### src/shared/cvlc_consts.vh
// Register offsets, field positions, reset values and scaling for the coil voltage limit check
`ifndef CVLC_CONSTS_VH
`define CVLC_CONSTS_VH
`define CVLC_ADDR_W 7
`define CVLC_OFS_LOWER_A 7'h0E
`define CVLC_OFS_UPPER 7'h0F
`define CVLC_FIELD_MSB 10
`define CVLC_FIELD_LSB 1
`define CVLC_LOWER_A_RESET 10'h000
`define CVLC_UPPER_RESET 10'h3FF
`define CVLC_FULL_SCALE_MV 28000
`endif

### src/rtl/cvlc_compare.v
// Threshold comparison stage producing the below and above limit flags
module cvlc_compare (
  input wire [9:0] value_i,
  input wire [9:0] lower_i,
  input wire [9:0] upper_i,
  output wire below_o,
  output wire above_o
);
  // Strict comparisons: equality sets neither flag
  assign below_o = (value_i < lower_i);
  assign above_o = (value_i > upper_i);
endmodule

### src/rtl/cvlc_limit_check.v
// Coil voltage threshold registers and limit flag logic
`include "cvlc_consts.vh"
module cvlc_limit_check (
  input wire mclk_i,
  input wire reset_i,
  input wire reg_wr_i,
  input wire reg_rd_i,
  input wire [6:0] reg_addr_i,
  input wire [15:0] reg_wdata_i,
  output reg [15:0] reg_rdata_o,
  input wire meas_done_i,
  input wire [9:0] meas_value_i,
  output reg below_limit_a_flag_o,
  output reg above_limit_flag_o,
  output reg flags_valid_o
);
  // Timing seen from the register side:
  // a strobe is taken at the rising edge at which it is high, with its offset and data.
  // Read data appears one edge later and stands until the next read strobe.
  // A measurement strobe updates both flags one edge later; they stand until the next one.
  // A threshold write and a measurement at one edge: the compare sees the old threshold,
  // because it reads the register outputs, never their next values.
  // All strobes come from logic on this clock, so no synchroniser sits in front of them.
  // Serial framing and parity checking live outside this block.

  // Threshold storage and the values they take at the next edge
  reg [9:0] lower_threshold_a_field_reg;
  reg [9:0] lower_threshold_a_field_next;
  reg [9:0] upper_threshold_field_reg;
  reg [9:0] upper_threshold_field_next;

  // Read data at the next edge; the port itself is the register
  reg [15:0] reg_rdata_next;

  // Flag values at the next edge; the ports themselves are the registers
  reg below_limit_a_flag_next;
  reg above_limit_flag_next;
  reg flags_valid_next;

  // Offset decode and qualified strobes
  wire sel_lower_a;
  wire sel_upper;
  wire wr_lower_a;
  wire wr_upper;
  wire rd_lower_a;
  wire rd_upper;

  // Threshold field taken from the write word
  wire [9:0] wdata_field;

  // Read words with reserved bits and the parity slot at zero
  wire [15:0] lower_a_word;
  wire [15:0] upper_word;

  // Comparison results against the thresholds held now
  wire below_now;
  wire above_now;

  // Loop index for building the read words
  genvar gi;

  // Address decode shared by reads and writes
  function hit;
    input [6:0] addr;
    input [6:0] ofs;
    begin
      hit = (addr == ofs);
    end
  endfunction

  // Offset decode, used by both the write and the read path
  assign sel_lower_a = hit(reg_addr_i, `CVLC_OFS_LOWER_A);
  assign sel_upper = hit(reg_addr_i, `CVLC_OFS_UPPER);

  // Writes act only on a decoded offset; others are dropped
  assign wr_lower_a = reg_wr_i & sel_lower_a;
  assign wr_upper = reg_wr_i & sel_upper;

  // Reads of a decoded offset pick that word; others return zero
  assign rd_lower_a = reg_rd_i & sel_lower_a;
  assign rd_upper = reg_rd_i & sel_upper;

  // Reserved bits and parity of the write word are never stored
  assign wdata_field = reg_wdata_i[`CVLC_FIELD_MSB:`CVLC_FIELD_LSB];

  // Read word layout: field in bits 10..1, everything else zero
  generate
    for (gi = 0; gi < 16; gi = gi + 1) begin : g_word
      if ((gi >= `CVLC_FIELD_LSB) && (gi <= `CVLC_FIELD_MSB)) begin : g_field
        assign lower_a_word[gi] = lower_threshold_a_field_reg[gi - `CVLC_FIELD_LSB];
        assign upper_word[gi] = upper_threshold_field_reg[gi - `CVLC_FIELD_LSB];
      end else begin : g_zero
        assign lower_a_word[gi] = 1'b0;
        assign upper_word[gi] = 1'b0;
      end
    end
  endgenerate

  // Comparison against the thresholds held before this edge's write
  // Feeding register outputs, not next values, keeps a same-edge write out of it
  cvlc_compare u_cmp (
    .value_i(meas_value_i),
    .lower_i(lower_threshold_a_field_reg),
    .upper_i(upper_threshold_field_reg),
    .below_o(below_now),
    .above_o(above_now)
  );

  // Lower threshold A next value
  always @* begin
    lower_threshold_a_field_next = lower_threshold_a_field_reg;
    if (wr_lower_a) begin
      lower_threshold_a_field_next = wdata_field;
    end
  end

  // Upper threshold next value
  always @* begin
    upper_threshold_field_next = upper_threshold_field_reg;
    if (wr_upper) begin
      upper_threshold_field_next = wdata_field;
    end
  end

  // Read data next value; it stands until the next read strobe
  always @* begin
    reg_rdata_next = reg_rdata_o;
    if (rd_lower_a) begin
      reg_rdata_next = lower_a_word;
    end else if (rd_upper) begin
      reg_rdata_next = upper_word;
    end else if (reg_rd_i) begin
      reg_rdata_next = 16'h0000;
    end
  end

  // Below flag next value: set when the new code is under threshold A
  always @* begin
    below_limit_a_flag_next = below_limit_a_flag_o;
    if (meas_done_i) begin
      below_limit_a_flag_next = below_now;
    end
  end

  // Above flag next value: set when the new code exceeds the upper threshold
  always @* begin
    above_limit_flag_next = above_limit_flag_o;
    if (meas_done_i) begin
      above_limit_flag_next = above_now;
    end
  end

  // Valid goes high with the first measurement and stays until reset
  always @* begin
    flags_valid_next = flags_valid_o;
    if (meas_done_i) begin
      flags_valid_next = 1'b1;
    end
  end

  // Lower threshold A register
  always @(posedge mclk_i or posedge reset_i) begin
    if (reset_i) begin
      lower_threshold_a_field_reg <= `CVLC_LOWER_A_RESET;
    end else begin
      lower_threshold_a_field_reg <= lower_threshold_a_field_next;
    end
  end

  // Upper threshold register
  always @(posedge mclk_i or posedge reset_i) begin
    if (reset_i) begin
      upper_threshold_field_reg <= `CVLC_UPPER_RESET;
    end else begin
      upper_threshold_field_reg <= upper_threshold_field_next;
    end
  end

  // Read data register
  always @(posedge mclk_i or posedge reset_i) begin
    if (reset_i) begin
      reg_rdata_o <= 16'h0000;
    end else begin
      reg_rdata_o <= reg_rdata_next;
    end
  end

  // Below limit A flag register
  always @(posedge mclk_i or posedge reset_i) begin
    if (reset_i) begin
      below_limit_a_flag_o <= 1'b0;
    end else begin
      below_limit_a_flag_o <= below_limit_a_flag_next;
    end
  end

  // Above limit flag register
  always @(posedge mclk_i or posedge reset_i) begin
    if (reset_i) begin
      above_limit_flag_o <= 1'b0;
    end else begin
      above_limit_flag_o <= above_limit_flag_next;
    end
  end

  // Flags valid register
  always @(posedge mclk_i or posedge reset_i) begin
    if (reset_i) begin
      flags_valid_o <= 1'b0;
    end else begin
      flags_valid_o <= flags_valid_next;
    end
  end
endmodule

### config.mk
export PLATFORM = sky130hd
export DESIGN_NAME = cvlc_limit_check
export DESIGN_NICKNAME = d
export VERILOG_FILES = /design/src/rtl/cvlc_compare.v /design/src/rtl/cvlc_limit_check.v
export VERILOG_INCLUDE_DIRS = /design/src /design/src/shared
export SDC_FILE = /design/constraint.sdc
export NUM_CORES = 1
export LEC_CHECK = 0
export ABC_CLOCK_PERIOD_IN_PS = 5300
export BUFFER_PORTS_ARGS = -buffer_cell sky130_fd_sc_hd__buf_2
export CORE_ASPECT_RATIO = 1.1
export CORE_UTILIZATION = 55
export DETAILED_ROUTE_END_ITERATION = 7
export PLACE_DENSITY = 0.84
export SETUP_SLACK_MARGIN = 0.5
export SKIP_CTS_REPAIR_TIMING = 1
export SLEW_MARGIN = 30
export SYNTH_ARGS = -nofsm -noshare
export SYNTH_HDL_FRONTEND = slang
export SYNTH_SLANG_ARGS = --single-unit
### constraint.sdc
create_clock -name mclk_i -period 5.3 [get_ports mclk_i]
set_clock_uncertainty 0.1 [all_clocks]
set_input_delay 0.265 -clock mclk_i [delete_from_list [all_inputs] [get_ports mclk_i]]
set_output_delay 0.265 -clock mclk_i [all_outputs]
set_load 0.01 [all_outputs]
* After elaboration in Yosys (flattened, before gate mapping)
Index checks and enable logic that the tools add are counted.
Cells by class: $lt $le $gt $ge 2, muxes and demuxes 3, eq/ne operators 2, bitwise gates (word level) 4, reduce and logical (&&, ||, !) cells 1
Operators with widths (number):
- $mux W16 | 3
- $eq A7 B4 Y1 const B | 2
- $gt A10 B10 Y1 | 1
- $lt A10 B10 Y1 | 1
- $and A1 B1 Y1 | 4
- $reduce_bool A3 Y1 | 1
Word-level totals: output and inout bits 19, input port bits 38, flip-flop bits (word level) 39

* Depth between registers and ports, before layout
Gate-level depths: netlist (run 1).
depth after elaboration 4, mapped depth 6, depth with buffers taken out 6

* Modules after synthesis
A second synthesis (run 1) with hierarchy kept.
Unflattened totals: cells, all modules 180, area, all modules 1958.1 um^2
By module, submodules not included:
- cvlc_limit_check | area each 1478.9 um^2, cells an instance 115, instances 1
- cvlc_compare | area each 479.2 um^2, cells an instance 65, instances 1

* Least setup slack after synthesis (run 1)
Ideal clock, no wire load.
kind register to register, from register upper_threshold_field_reg[5], to register above_limit_flag_o, arrival time 1.532 ns, buffers on the path 0, cell stages (with the launch flop) 7, path slack 3.525 ns, setup time 0.143 ns, path through dfstp_2 -> inv_1 -> ha_1 -> a21oi_1 -> o21ai_0 -> a2111oi_0 -> o22ai_1
Between the ends: word-level cells in the longest chain between the ends 1
Ends and longest elaborated chain:
- from (decl) | line cvlc_limit_check.v:29 | reg [9:0] upper_threshold_field_reg;
- from (signal assigned) | line cvlc_limit_check.v:173 | upper_threshold_field_reg <= `CVLC_UPPER_RESET;
- from (signal assigned) | line cvlc_limit_check.v:175 | upper_threshold_field_reg <= upper_threshold_field_next;
- $gt A10 B10 Y1 | line cvlc_compare.v:11 | assign above_o = (value_i > upper_i);
- to (signal assigned) | line cvlc_limit_check.v:202 | above_limit_flag_o <= above_limit_flag_next;
- to (decl) | line cvlc_limit_check.v:14 | output reg above_limit_flag_o,
Every way passes these cells. A chain may end at the register's enable or synchronous reset.

* Worst setup path after layout (run 1)
from input port reg_addr_i[5], to register lower_threshold_a_field_reg[4]
Between the ends: word-level cells in the longest chain between the ends 2
Ends and longest elaborated chain:
- from (decl) | line cvlc_limit_check.v:8 | input wire [6:0] reg_addr_i,
- $eq A7 B4 Y1 | line cvlc_limit_check.v:67 | hit = (addr == ofs);
- $and A1 B1 Y1 | line cvlc_limit_check.v:76 | assign wr_lower_a = reg_wr_i & sel_lower_a;
- to (signal assigned) | line cvlc_limit_check.v:164 | lower_threshold_a_field_reg <= `CVLC_LOWER_A_RESET;
- to (signal assigned) | line cvlc_limit_check.v:166 | lower_threshold_a_field_reg <= lower_threshold_a_field_next;
- to (decl) | line cvlc_limit_check.v:27 | reg [9:0] lower_threshold_a_field_reg;
Every way passes these cells.

==> flow_summary.yaml, run 1 <==
detailed_routing:
  drt-total-wl_um: 3590
  vias: 1445
  drtIter0Drc: 39
  antenna_left: 0
  drt_pass1_iterations: 4
  avgRoutedWirePerCell_um: 12.5
  drc_errors: 0
  via_per_inst: 5.02
global_route:
  gr-total-overflow: 0
  antenna_found_initial: 0
  grt_pass1_vias: 1339
  grt_pass1_wl_um: 6110
  grt_util_all_layers_pct: 22.1
  grt_max_degree: 34
yosys:
  netlist_area_um2: 1940
  ys_seq_area_share_pct: 43.3
  syn-instance-count: 193
  synth-edff-count: 0
  yosysUniqueCellTypes: 30
  ys.flop_type: "dfrtp_1"
  avgSynthCellArea_um2: 10.0
  ys_warn_count: 0
  postSynth.asyncResetShare_pct: 100
  synth-seq-cells: 33
placed_design:
  port_buffers: 44
  post_dp_cell_area_um2: 2170
  dp_hpwl_um: 2760
  gp_congestion: 0.838
  place_ws_ns: 2.84
  place_inst: 279
power:
  power.share.switching_pct: 27.1
  p_switching_mw: 0.141
  p_leak_nw: 1.07
  power.internal_mw: 0.380
  powerDensity_nw_per_um2: 233
  pwr-share-seq_pct: 53.6
  total_power_mw: 0.522
  ir_worst_vdd_uv: 145
  combPwrFrac_pct: 18.5
  pwr-share-clk_pct: 27.9
setup_path:
  crit_fanout: 11
  crit_path_start_kind: "primary input"
  cp.arrival_ns: 2.28
  critPathKind: "primary input to register"
  cp-end-kind: "register"
  cp.required_ns: 5.41
cells_and_area:
  final_nets: 296
  post-route-util_pct: 66.5
  final_cell_mix: "buf_2 (44), inv_1 (33), nand2_1 (24), dfrtp_1 (23), mux2_2 (21)"
  antenna_cells: 0
  fin_cells: 288
  drive_gt1_share_pct: 35.8
  syn2layout_area_growth_pct: 15.4
  fillers: 277
  fin_area_um2: 2230
  mostFrequentLayoutCell: "buf_2"
cts:
  cts_tree: "yes"
  insertion_delay_ns: 0.32
  root_buffer: "clkbuf_4"
  cts.path.max_buffers: 2
  cts_buffers: 5
  htree_num_levels: 2
  cts.sinks: 33
  cts.clk_slew.worst_paths_ns: 0.10
die:
  fp.dieArea_um2: 3760
  ios: 57
  core_um2: 3360
  placementRows: 22
  die_w_um: 58.6
  start_util_pct: 57.6
  fp.dieH_um: 64.2
sta:
  tns_ns: 0
  rsz0062_at_grt: "no"
  hold_viol: 0
  period_needed_ns: 2.17
  layout_setup_ws_ns: 3.13
  holdWs_ns: 0.0800
  slew_viol_final: 0
  fin_crit_sh_pct: 40.9
  worst_pin_slew_ns: 0.944
  relSlewSlack_pct: 36.8
  finalSetupViolations: 0
  clock.fmax_mhz: 462
worst_hold_path:
  min_path_type: "primary input to register"
status:
  outcome: "completed"
job:
  timing.max_cap.violations: 0
## Yosys cell counts, drive strengths merged, types with 3 or more instances
cell    count  area [um^2]
inv        33          124
nand2      24         90.1
dfrtp      23          576
mux2       21          236
ha         19          238
o21ai      12         60.1
o22ai      11         68.8
dfstp      10          263
buf         8         61.3
a21oi       6         30.0
clkbuf      4         15.0
nand4       4         31.3
nand2b      3         18.8
## worst max-delay path, cell delays in order
cell,delay [ns]
buf_2,0.11
nor4b_4,0.31
nand2_1,0.31
nor3b_2,0.86
mux2_2,0.42
## metal layers
layer / wire [um] / part of all wire (%) / global-route usage [%] / vias up
li1: - / - / - / 737
met1: 1550 / 43 / 28.5 / 663
met2: 1860 / 52 / 35.8 / 43
met3: 167 / 4.6 / 5.47 / 2
met4: 21 / 0.58 / 7.74 / 0
met5: 0 / 0 / 0 / -
## layout make-up
type | count | area (um^2) | area share [%]
tap | 48 | 60.1 | 2.69
clock buffer | 8 | 58.8 | 2.63
timing repair buffer | 46 | 238 | 10.6
sequential | 33 | 838 | 37.5
multi-input combinational | 120 | 916 | 41.0
inverter | 33 | 124 | 5.54
## path summary, 6_finish.rpt
path	from	endpoint	slack (ns)	cells past startpoint
min in group asynchronous	reset_i	reg_rdata_o[6]	0.48	4
worst min-delay path	reg_wdata_i[7]	lower_threshold_a_field_reg[6]	0.08	2
worst max-delay path	reg_addr_i[5]	lower_threshold_a_field_reg[4]	3.13	5
worst max register to register	upper_threshold_field_reg[7]	above_limit_flag_o	3.29	6
max in group asynchronous	reset_i	upper_threshold_field_reg[5]	4.28	4
worst min register to register	flags_valid_o	flags_valid_o	0.37	1
## power by group through the flow
stage / registers (mW) / logic (mW) / clock network [mW]
after floorplan: 0.283 / 0.0665 / 0
after global placement: 0.284 / 0.0910 / 0
after detailed placement: 0.284 / 0.0955 / 0
after CTS: 0.280 / 0.0963 / 0.150
after global routing: 0.282 / 0.112 / 0.164
final: 0.280 / 0.0964 / 0.146
## cell families (layout without fill, tap and decap cells)
family | Yosys count | in the layout | share of synthesized area (%)
flops | 33 | 33 | 43.3
mux | 21 | 21 | 12.2
other cells | 1 | 6 | 0.194
buf+inv | 45 | 87 | 10.3
simple gates | 38 | 38 | 10.6
fa+ha+maj | 19 | 19 | 12.3
compound gates | 36 | 36 | 11.1
(Power assumes the default switching activity.)
==> run 2: changes to the inputs <==
- ABC_AREA: unset -> 1
- ABC_CLOCK_PERIOD_IN_PS: 5300 -> 2200
- CORE_UTILIZATION: 55 -> 52
- PLACE_DENSITY: 0.84 -> 0.8
- clock period: 5.3 -> 2.2 ns (I/O delays scaled with it)
==> run 2 against run 1 <==
Register-to-register slack got worse by 2.7 ns. Sequential share of layout area decreased by 3.5 points. Via count grew 17%. Non-clock buffer count up 13. Final area increased by 10%. Sequential power is 150% higher. Synthesized area increased by 2.5%. Worst hold slack improved by 0.041 ns. First-iteration DRC count rose by 74%.
==> flow_summary.yaml, run 2 <==
status:
  outcome: "completed"
detailed_routing:
  via_per_inst: 4.86
  drtIter0Drc: 68
  drc_errors: 0
  drt_pass1_iterations: 4
  drt-total-wl_um: 4220
  avgRoutedWirePerCell_um: 12.1
  vias: 1697
  antenna_left: 0
placed_design:
  port_buffers: 44
  gp_congestion: 0.795
  post_dp_cell_area_um2: 2210
  dp_hpwl_um: 3050
sta:
  clock.fmax_mhz: 630
  worst_pin_slew_ns: 0.720
  fin_crit_sh_pct: 72.2
  rsz0062_at_grt: "no"
  period_needed_ns: 1.59
  slew_viol_final: 0
  finalSetupViolations: 0
  holdWs_ns: 0.121
  tns_ns: 0
  hold_viol: 0
  relSlewSlack_pct: 51.9
die:
  placementRows: 23
  core_um2: 3650
  ios: 57
  start_util_pct: 54.3
  fp.dieArea_um2: 4060
  fp.dieH_um: 66.8
  die_w_um: 60.9
yosys:
  yosys-top-cells-area: "dfrtp_1 (29%), dfstp_2 (13%), ha_1 (12%)"
  postSynth.asyncResetShare_pct: 100
  yosysMostFrequentCell: "nand2_1"
  avgSynthCellArea_um2: 8.19
  synth_top_area_share_pct: 29.0
  synth-edff-count: 0
  netlist_area_um2: 1980
  ys_seq_area_share_pct: 42.3
  synth_top_cell_by_area: "dfrtp_1"
  yosysUniqueCellTypes: 23
  synth-seq-cells: 33
  ys_warn_count: 0
  synthTopCellsByCount: "nand2_1 (63), inv_1 (36), dfrtp_1 (23), ha_1 (19), nor2_1 (16)"
  ys.flop_type: "dfrtp_1"
  syn-instance-count: 242
cts:
  cts_tree: "yes"
  cts.clk_slew.worst_paths_ns: 0.07
  cts.path.max_buffers: 2
  htree_num_levels: 2
  cts.sinks: 33
  root_buffer: "clkbuf_8"
  insertion_delay_ns: 0.28
  cts_buffers: 5
cells_and_area:
  antenna_cells: 0
  final_nets: 356
  fillers: 307
  fin_area_um2: 2460
  drive_gt1_share_pct: 28.1
  final_cell_mix: "nand2_1 (63), buf_2 (44), inv_1 (36), dfrtp_1 (23), ha_1 (16)"
  syn2layout_area_growth_pct: 24.2
  mostFrequentLayoutCell: "nand2_1"
setup_path:
  cp.required_ns: 2.27
  crit_path_start_kind: "register"
  crit_fanout: 3
  cp.arrival_ns: 1.66
  r2r_cells: 9
  critPathKind: "register to register"
  cp-end-kind: "register"
job:
  timing.max_cap.violations: 0
worst_hold_path:
  holdPathStages: 3
  min_path_type: "primary input to register"
global_route:
  grt_max_degree: 34
  grt_util_all_layers_pct: 22.0
  gr-total-overflow: 0
  grt_pass1_vias: 1490
  grt_pass1_wl_um: 6600
  antenna_found_initial: 0
power:
  powerDensity_nw_per_um2: 578
  ir_worst_vdd_uv: 409
  total_power_mw: 1.42
  p_leak_nw: 1.36
run 2: changes by cell type after synthesis, moves of 11 or more:
cell	delta
o22ai_1	-11
nand3_1	+15
mux2_2	-21
nand2_1	+39
nor2_1	+15
o21ai_0	-11
run 2: area by class of cell:
cell class | instances | area [um^2] | area share [%]
Multi-Input combinational cell | 164 | 977 | 39.7
Sequential cell | 33 | 838 | 34.0
Timing Repair Buffer | 59 | 363 | 14.7
Inverter | 36 | 135 | 5.49
Clock buffer | 7 | 86.3 | 3.51
Tap cell | 50 | 62.6 | 2.54
run 2: layer usage:
metal	vias to the layer above	wire length, um	track usage, %
li1	884	-	-
met1	769	1960	28.4
met2	39	2100	36.5
met3	5	118	5.24
met4	0	47	5.97
met5	-	0	0
run 2: logic make-up after synthesis:
logic type | Yosys count | synth area share [%]
other | 1 | 0.189
adder cells (fa/ha/maj) | 19 | 12.0
buffers and inverters | 50 | 11.5
AO/OA/AOI/OAI | 25 | 8.20
flip-flops | 33 | 42.3
AND/OR/NAND/NOR | 114 | 25.8
run 2: where the power goes:
part           leakage, nW  internal (mW)  total (mW)  switching (mW)
logic                0.941          0.122       0.283           0.161
registers            0.376          0.664       0.691          0.0268
clock network       0.0443          0.248       0.449           0.201
total                 1.36           1.03        1.42           0.389
run 2: final timing paths:
kind / start / endpoint / slack (ns)
worst max register to register: upper_threshold_field_reg[7] / above_limit_flag_o / 0.61
worst min register to register: flags_valid_o / flags_valid_o / 0.37
min in group asynchronous: reset_i / reg_rdata_o[7] / 0.36
worst max-delay path: upper_threshold_field_reg[7] / above_limit_flag_o / 0.61
worst min-delay path: reg_rd_i / reg_rdata_o[3] / 0.12
max in group asynchronous: reset_i / upper_threshold_field_reg[3] / 1.31
run 2: through the flow:
stage          setup WS (ns)  instances  util (%)
5_1_grt                0.451        349      67.4
3_5_place_dp           0.611        330      60.6
2_1_floorplan          0.701        247         -
4_1_cts                0.607        337      62.9
6_report               0.611        349      67.4
3_3_place_gp           0.620        330      60.6
run 2: worst max-delay path, stage by stage, from the launching register on:
cell and delay (ns):
dfstp_2 0.53, inv_1 0.08, ha_4 0.28, nand2_1 0.07, nor2_2 0.16, nand3b_1 0.09
nand2_1 0.06, inv_1 0.03, nand2_1 0.05, nand2_1 0.04
==> run 3: changes to the inputs <==
- ABC_CLOCK_PERIOD_IN_PS: 2200 -> 1450
- CORE_UTILIZATION: 52 -> 47
- PLACE_DENSITY: 0.8 -> 0.76
- clock period: 2.2 -> 1.45 ns (I/O delays scaled with it)
==> run 3 against run 2 <==
The run now ends with hold timing, setup timing left. Clock-buffer cell count unchanged. Utilization up 3.2 points. Setup slack lost 0.69 ns. Worst hold slack got worse by 0.16 ns. Sequential share of layout area fell by 4.3 points. Global-route usage down 1.4 points. Routed wire length grew 10%. Critical path type unchanged. Critical endpoint unchanged. Largest cell class unchanged.
==> flow_summary.yaml, run 3 (synthesis results as in run 2) <==
global_route:
  antenna_found_initial: 0
  grt_pass1_wl_um: 7070
  grt_pass1_vias: 1580
  gr-total-overflow: 0
  grt_max_degree: 34
  grt_util_all_layers_pct: 20.6
die:
  placementRows: 24
  core_um2: 3990
  start_util_pct: 49.7
  fp.dieH_um: 70.1
  ios: 57
  fp.dieArea_um2: 4480
  die_w_um: 63.9
cts:
  cts.path.max_buffers: 2
  insertion_delay_ns: 0.30
  root_buffer: "clkbuf_8"
  cts.sinks: 33
  cts_buffers: 5
  htree_num_levels: 2
  cts.clk_slew.worst_paths_ns: 0.07
  cts_tree: "yes"
setup_path:
  worstPathCellList: "inv_2, ha_4, nand2_2, inv_1, a21oi_1, nand3_1, nand2_1, nand2_1"
  critical_path.max_stage_delay_ns: 0.56
  crit_fanout: 2
  cp-end-kind: "register"
  crit_path_top_delay_cell: "dfstp_2"
  cp.required_ns: 1.54
  cp.arrival_ns: 1.62
  critPathKind: "register to register"
  crit_path_start_kind: "register"
  cp_common_cell: "nand2_1"
cells_and_area:
  post-route-util_pct: 70.6
  multi_input_area_um2: 1140
  mostFrequentLayoutCell: "nand2_1"
  drive_gt1_share_pct: 43.8
  final_cell_mix: "nand2_1 (56), buf_2 (44), dfrtp_1 (23), inv_1 (22), buf_4 (19)"
  syn2layout_area_growth_pct: 42.2
  final_nets: 376
  fillers: 309
  seq_area_um2: 838
  antenna_cells: 0
sta:
  fin_crit_sh_pct: 105
  layout_setup_ws_ns: -0.0781
  holdWs_ns: -0.0360
  rsz0062_at_grt: "yes"
  slew_viol_final: 0
  finalSetupViolations: 1
  hold_viol: 2
  clock.fmax_mhz: 654
  period_needed_ns: 1.53
job:
  timing.max_cap.violations: 0
power:
  p_switching_mw: 0.702
  power.share.switching_pct: 29.0
  power.internal_mw: 1.72
  pwr-share-seq_pct: 43.5
  p_leak_nw: 1.45
  pwr-share-clk_pct: 32.3
  ir_worst_vdd_uv: 624
  powerDensity_nw_per_um2: 859
  combPwrFrac_pct: 24.2
  total_power_mw: 2.42
detailed_routing:
  antenna_left: 0
  drtIter0Drc: 92
  drc_errors: 0
  drt-total-wl_um: 4650
  avgRoutedWirePerCell_um: 12.5
  vias: 1788
  via_per_inst: 4.81
  drt_pass1_iterations: 4
status:
  violations: "hold timing, setup timing"
  outcome: "complete, but fails checks"
worst_hold_path:
  min_path_type: "primary input to register"
placed_design:
  gp_congestion: 0.800
  dp_hpwl_um: 3280
  port_buffers: 44
-- run 3: cell types whose count changed in the layout (fill, tap and decap cells not counted), sizes merged --
cell	change
buf	+20
clkinv	+1
-- run 3: power by group through the flow --
stage,Clock [mW],Sequential [mW],Combinational [mW]
5_1_grt,0.832,1.06,0.656
3_3_place_gp,0,1.07,0.460
3_5_place_dp,0,1.07,0.473
2_1_floorplan,0,1.06,0.325
4_1_cts,0.783,1.05,0.476
6_report,0.782,1.05,0.587
-- run 3: cell type report --
class / count / area share [%]
timing repair buffer: 79 / 19.0
clock buffer: 7 / 3.42
clock inverter: 1 / 0.177
multi-input combinational: 164 / 40.6
tap: 52 / 2.31
sequential: 33 / 29.7
inverter: 36 / 4.79
-- run 3: worst paths after layout --
kind,start,cells after the start,slack [ns],end
worst max register to register,upper_threshold_field_reg[8],8,-0.08,above_limit_flag_o
worst max-delay path,upper_threshold_field_reg[8],8,-0.08,above_limit_flag_o
min in group asynchronous,reset_i,4,0.31,reg_rdata_o[7]
worst min-delay path,meas_done_i,4,-0.04,below_limit_a_flag_o
worst min register to register,flags_valid_o,1,0.36,flags_valid_o
max in group asynchronous,reset_i,4,0.60,upper_threshold_field_reg[4]
-- run 3: critical path, delay by kind of cell (launching register included) --
family,cells,cell delay (ns)
AO/OA/AOI/OAI,1,0.13
buffers and inverters,2,0.10
flip-flops,1,0.56
adder cells (fa/ha/maj),1,0.23
AND/OR/NAND/NOR,4,0.30
-- run 3: routing by layer --
layer	GRT usage (%)	routed length [um]	vias up
li1	-	-	924
met1	28.0	2110	805
met2	32.2	2250	50
met3	3.92	207	9
met4	8.33	83	0
met5	0	0	-
-- run 3: per-stage QoR --
stage	worst slack [ns]	std cells	setup TNS [ns]	cell area [um^2]	hold WS (ns)
after floorplan	0.0169	247	0	2150	0.0710
after global placement	-0.0522	339	-0.0522	2430	0.0839
after detailed placement	-0.0766	339	-0.0766	2430	0.0816
after CTS	-0.0910	347	-0.0910	2530	-0.230
after global routing	-0.134	372	-0.134	2820	0.0194
final	-0.0781	372	-0.0781	2820	-0.0360
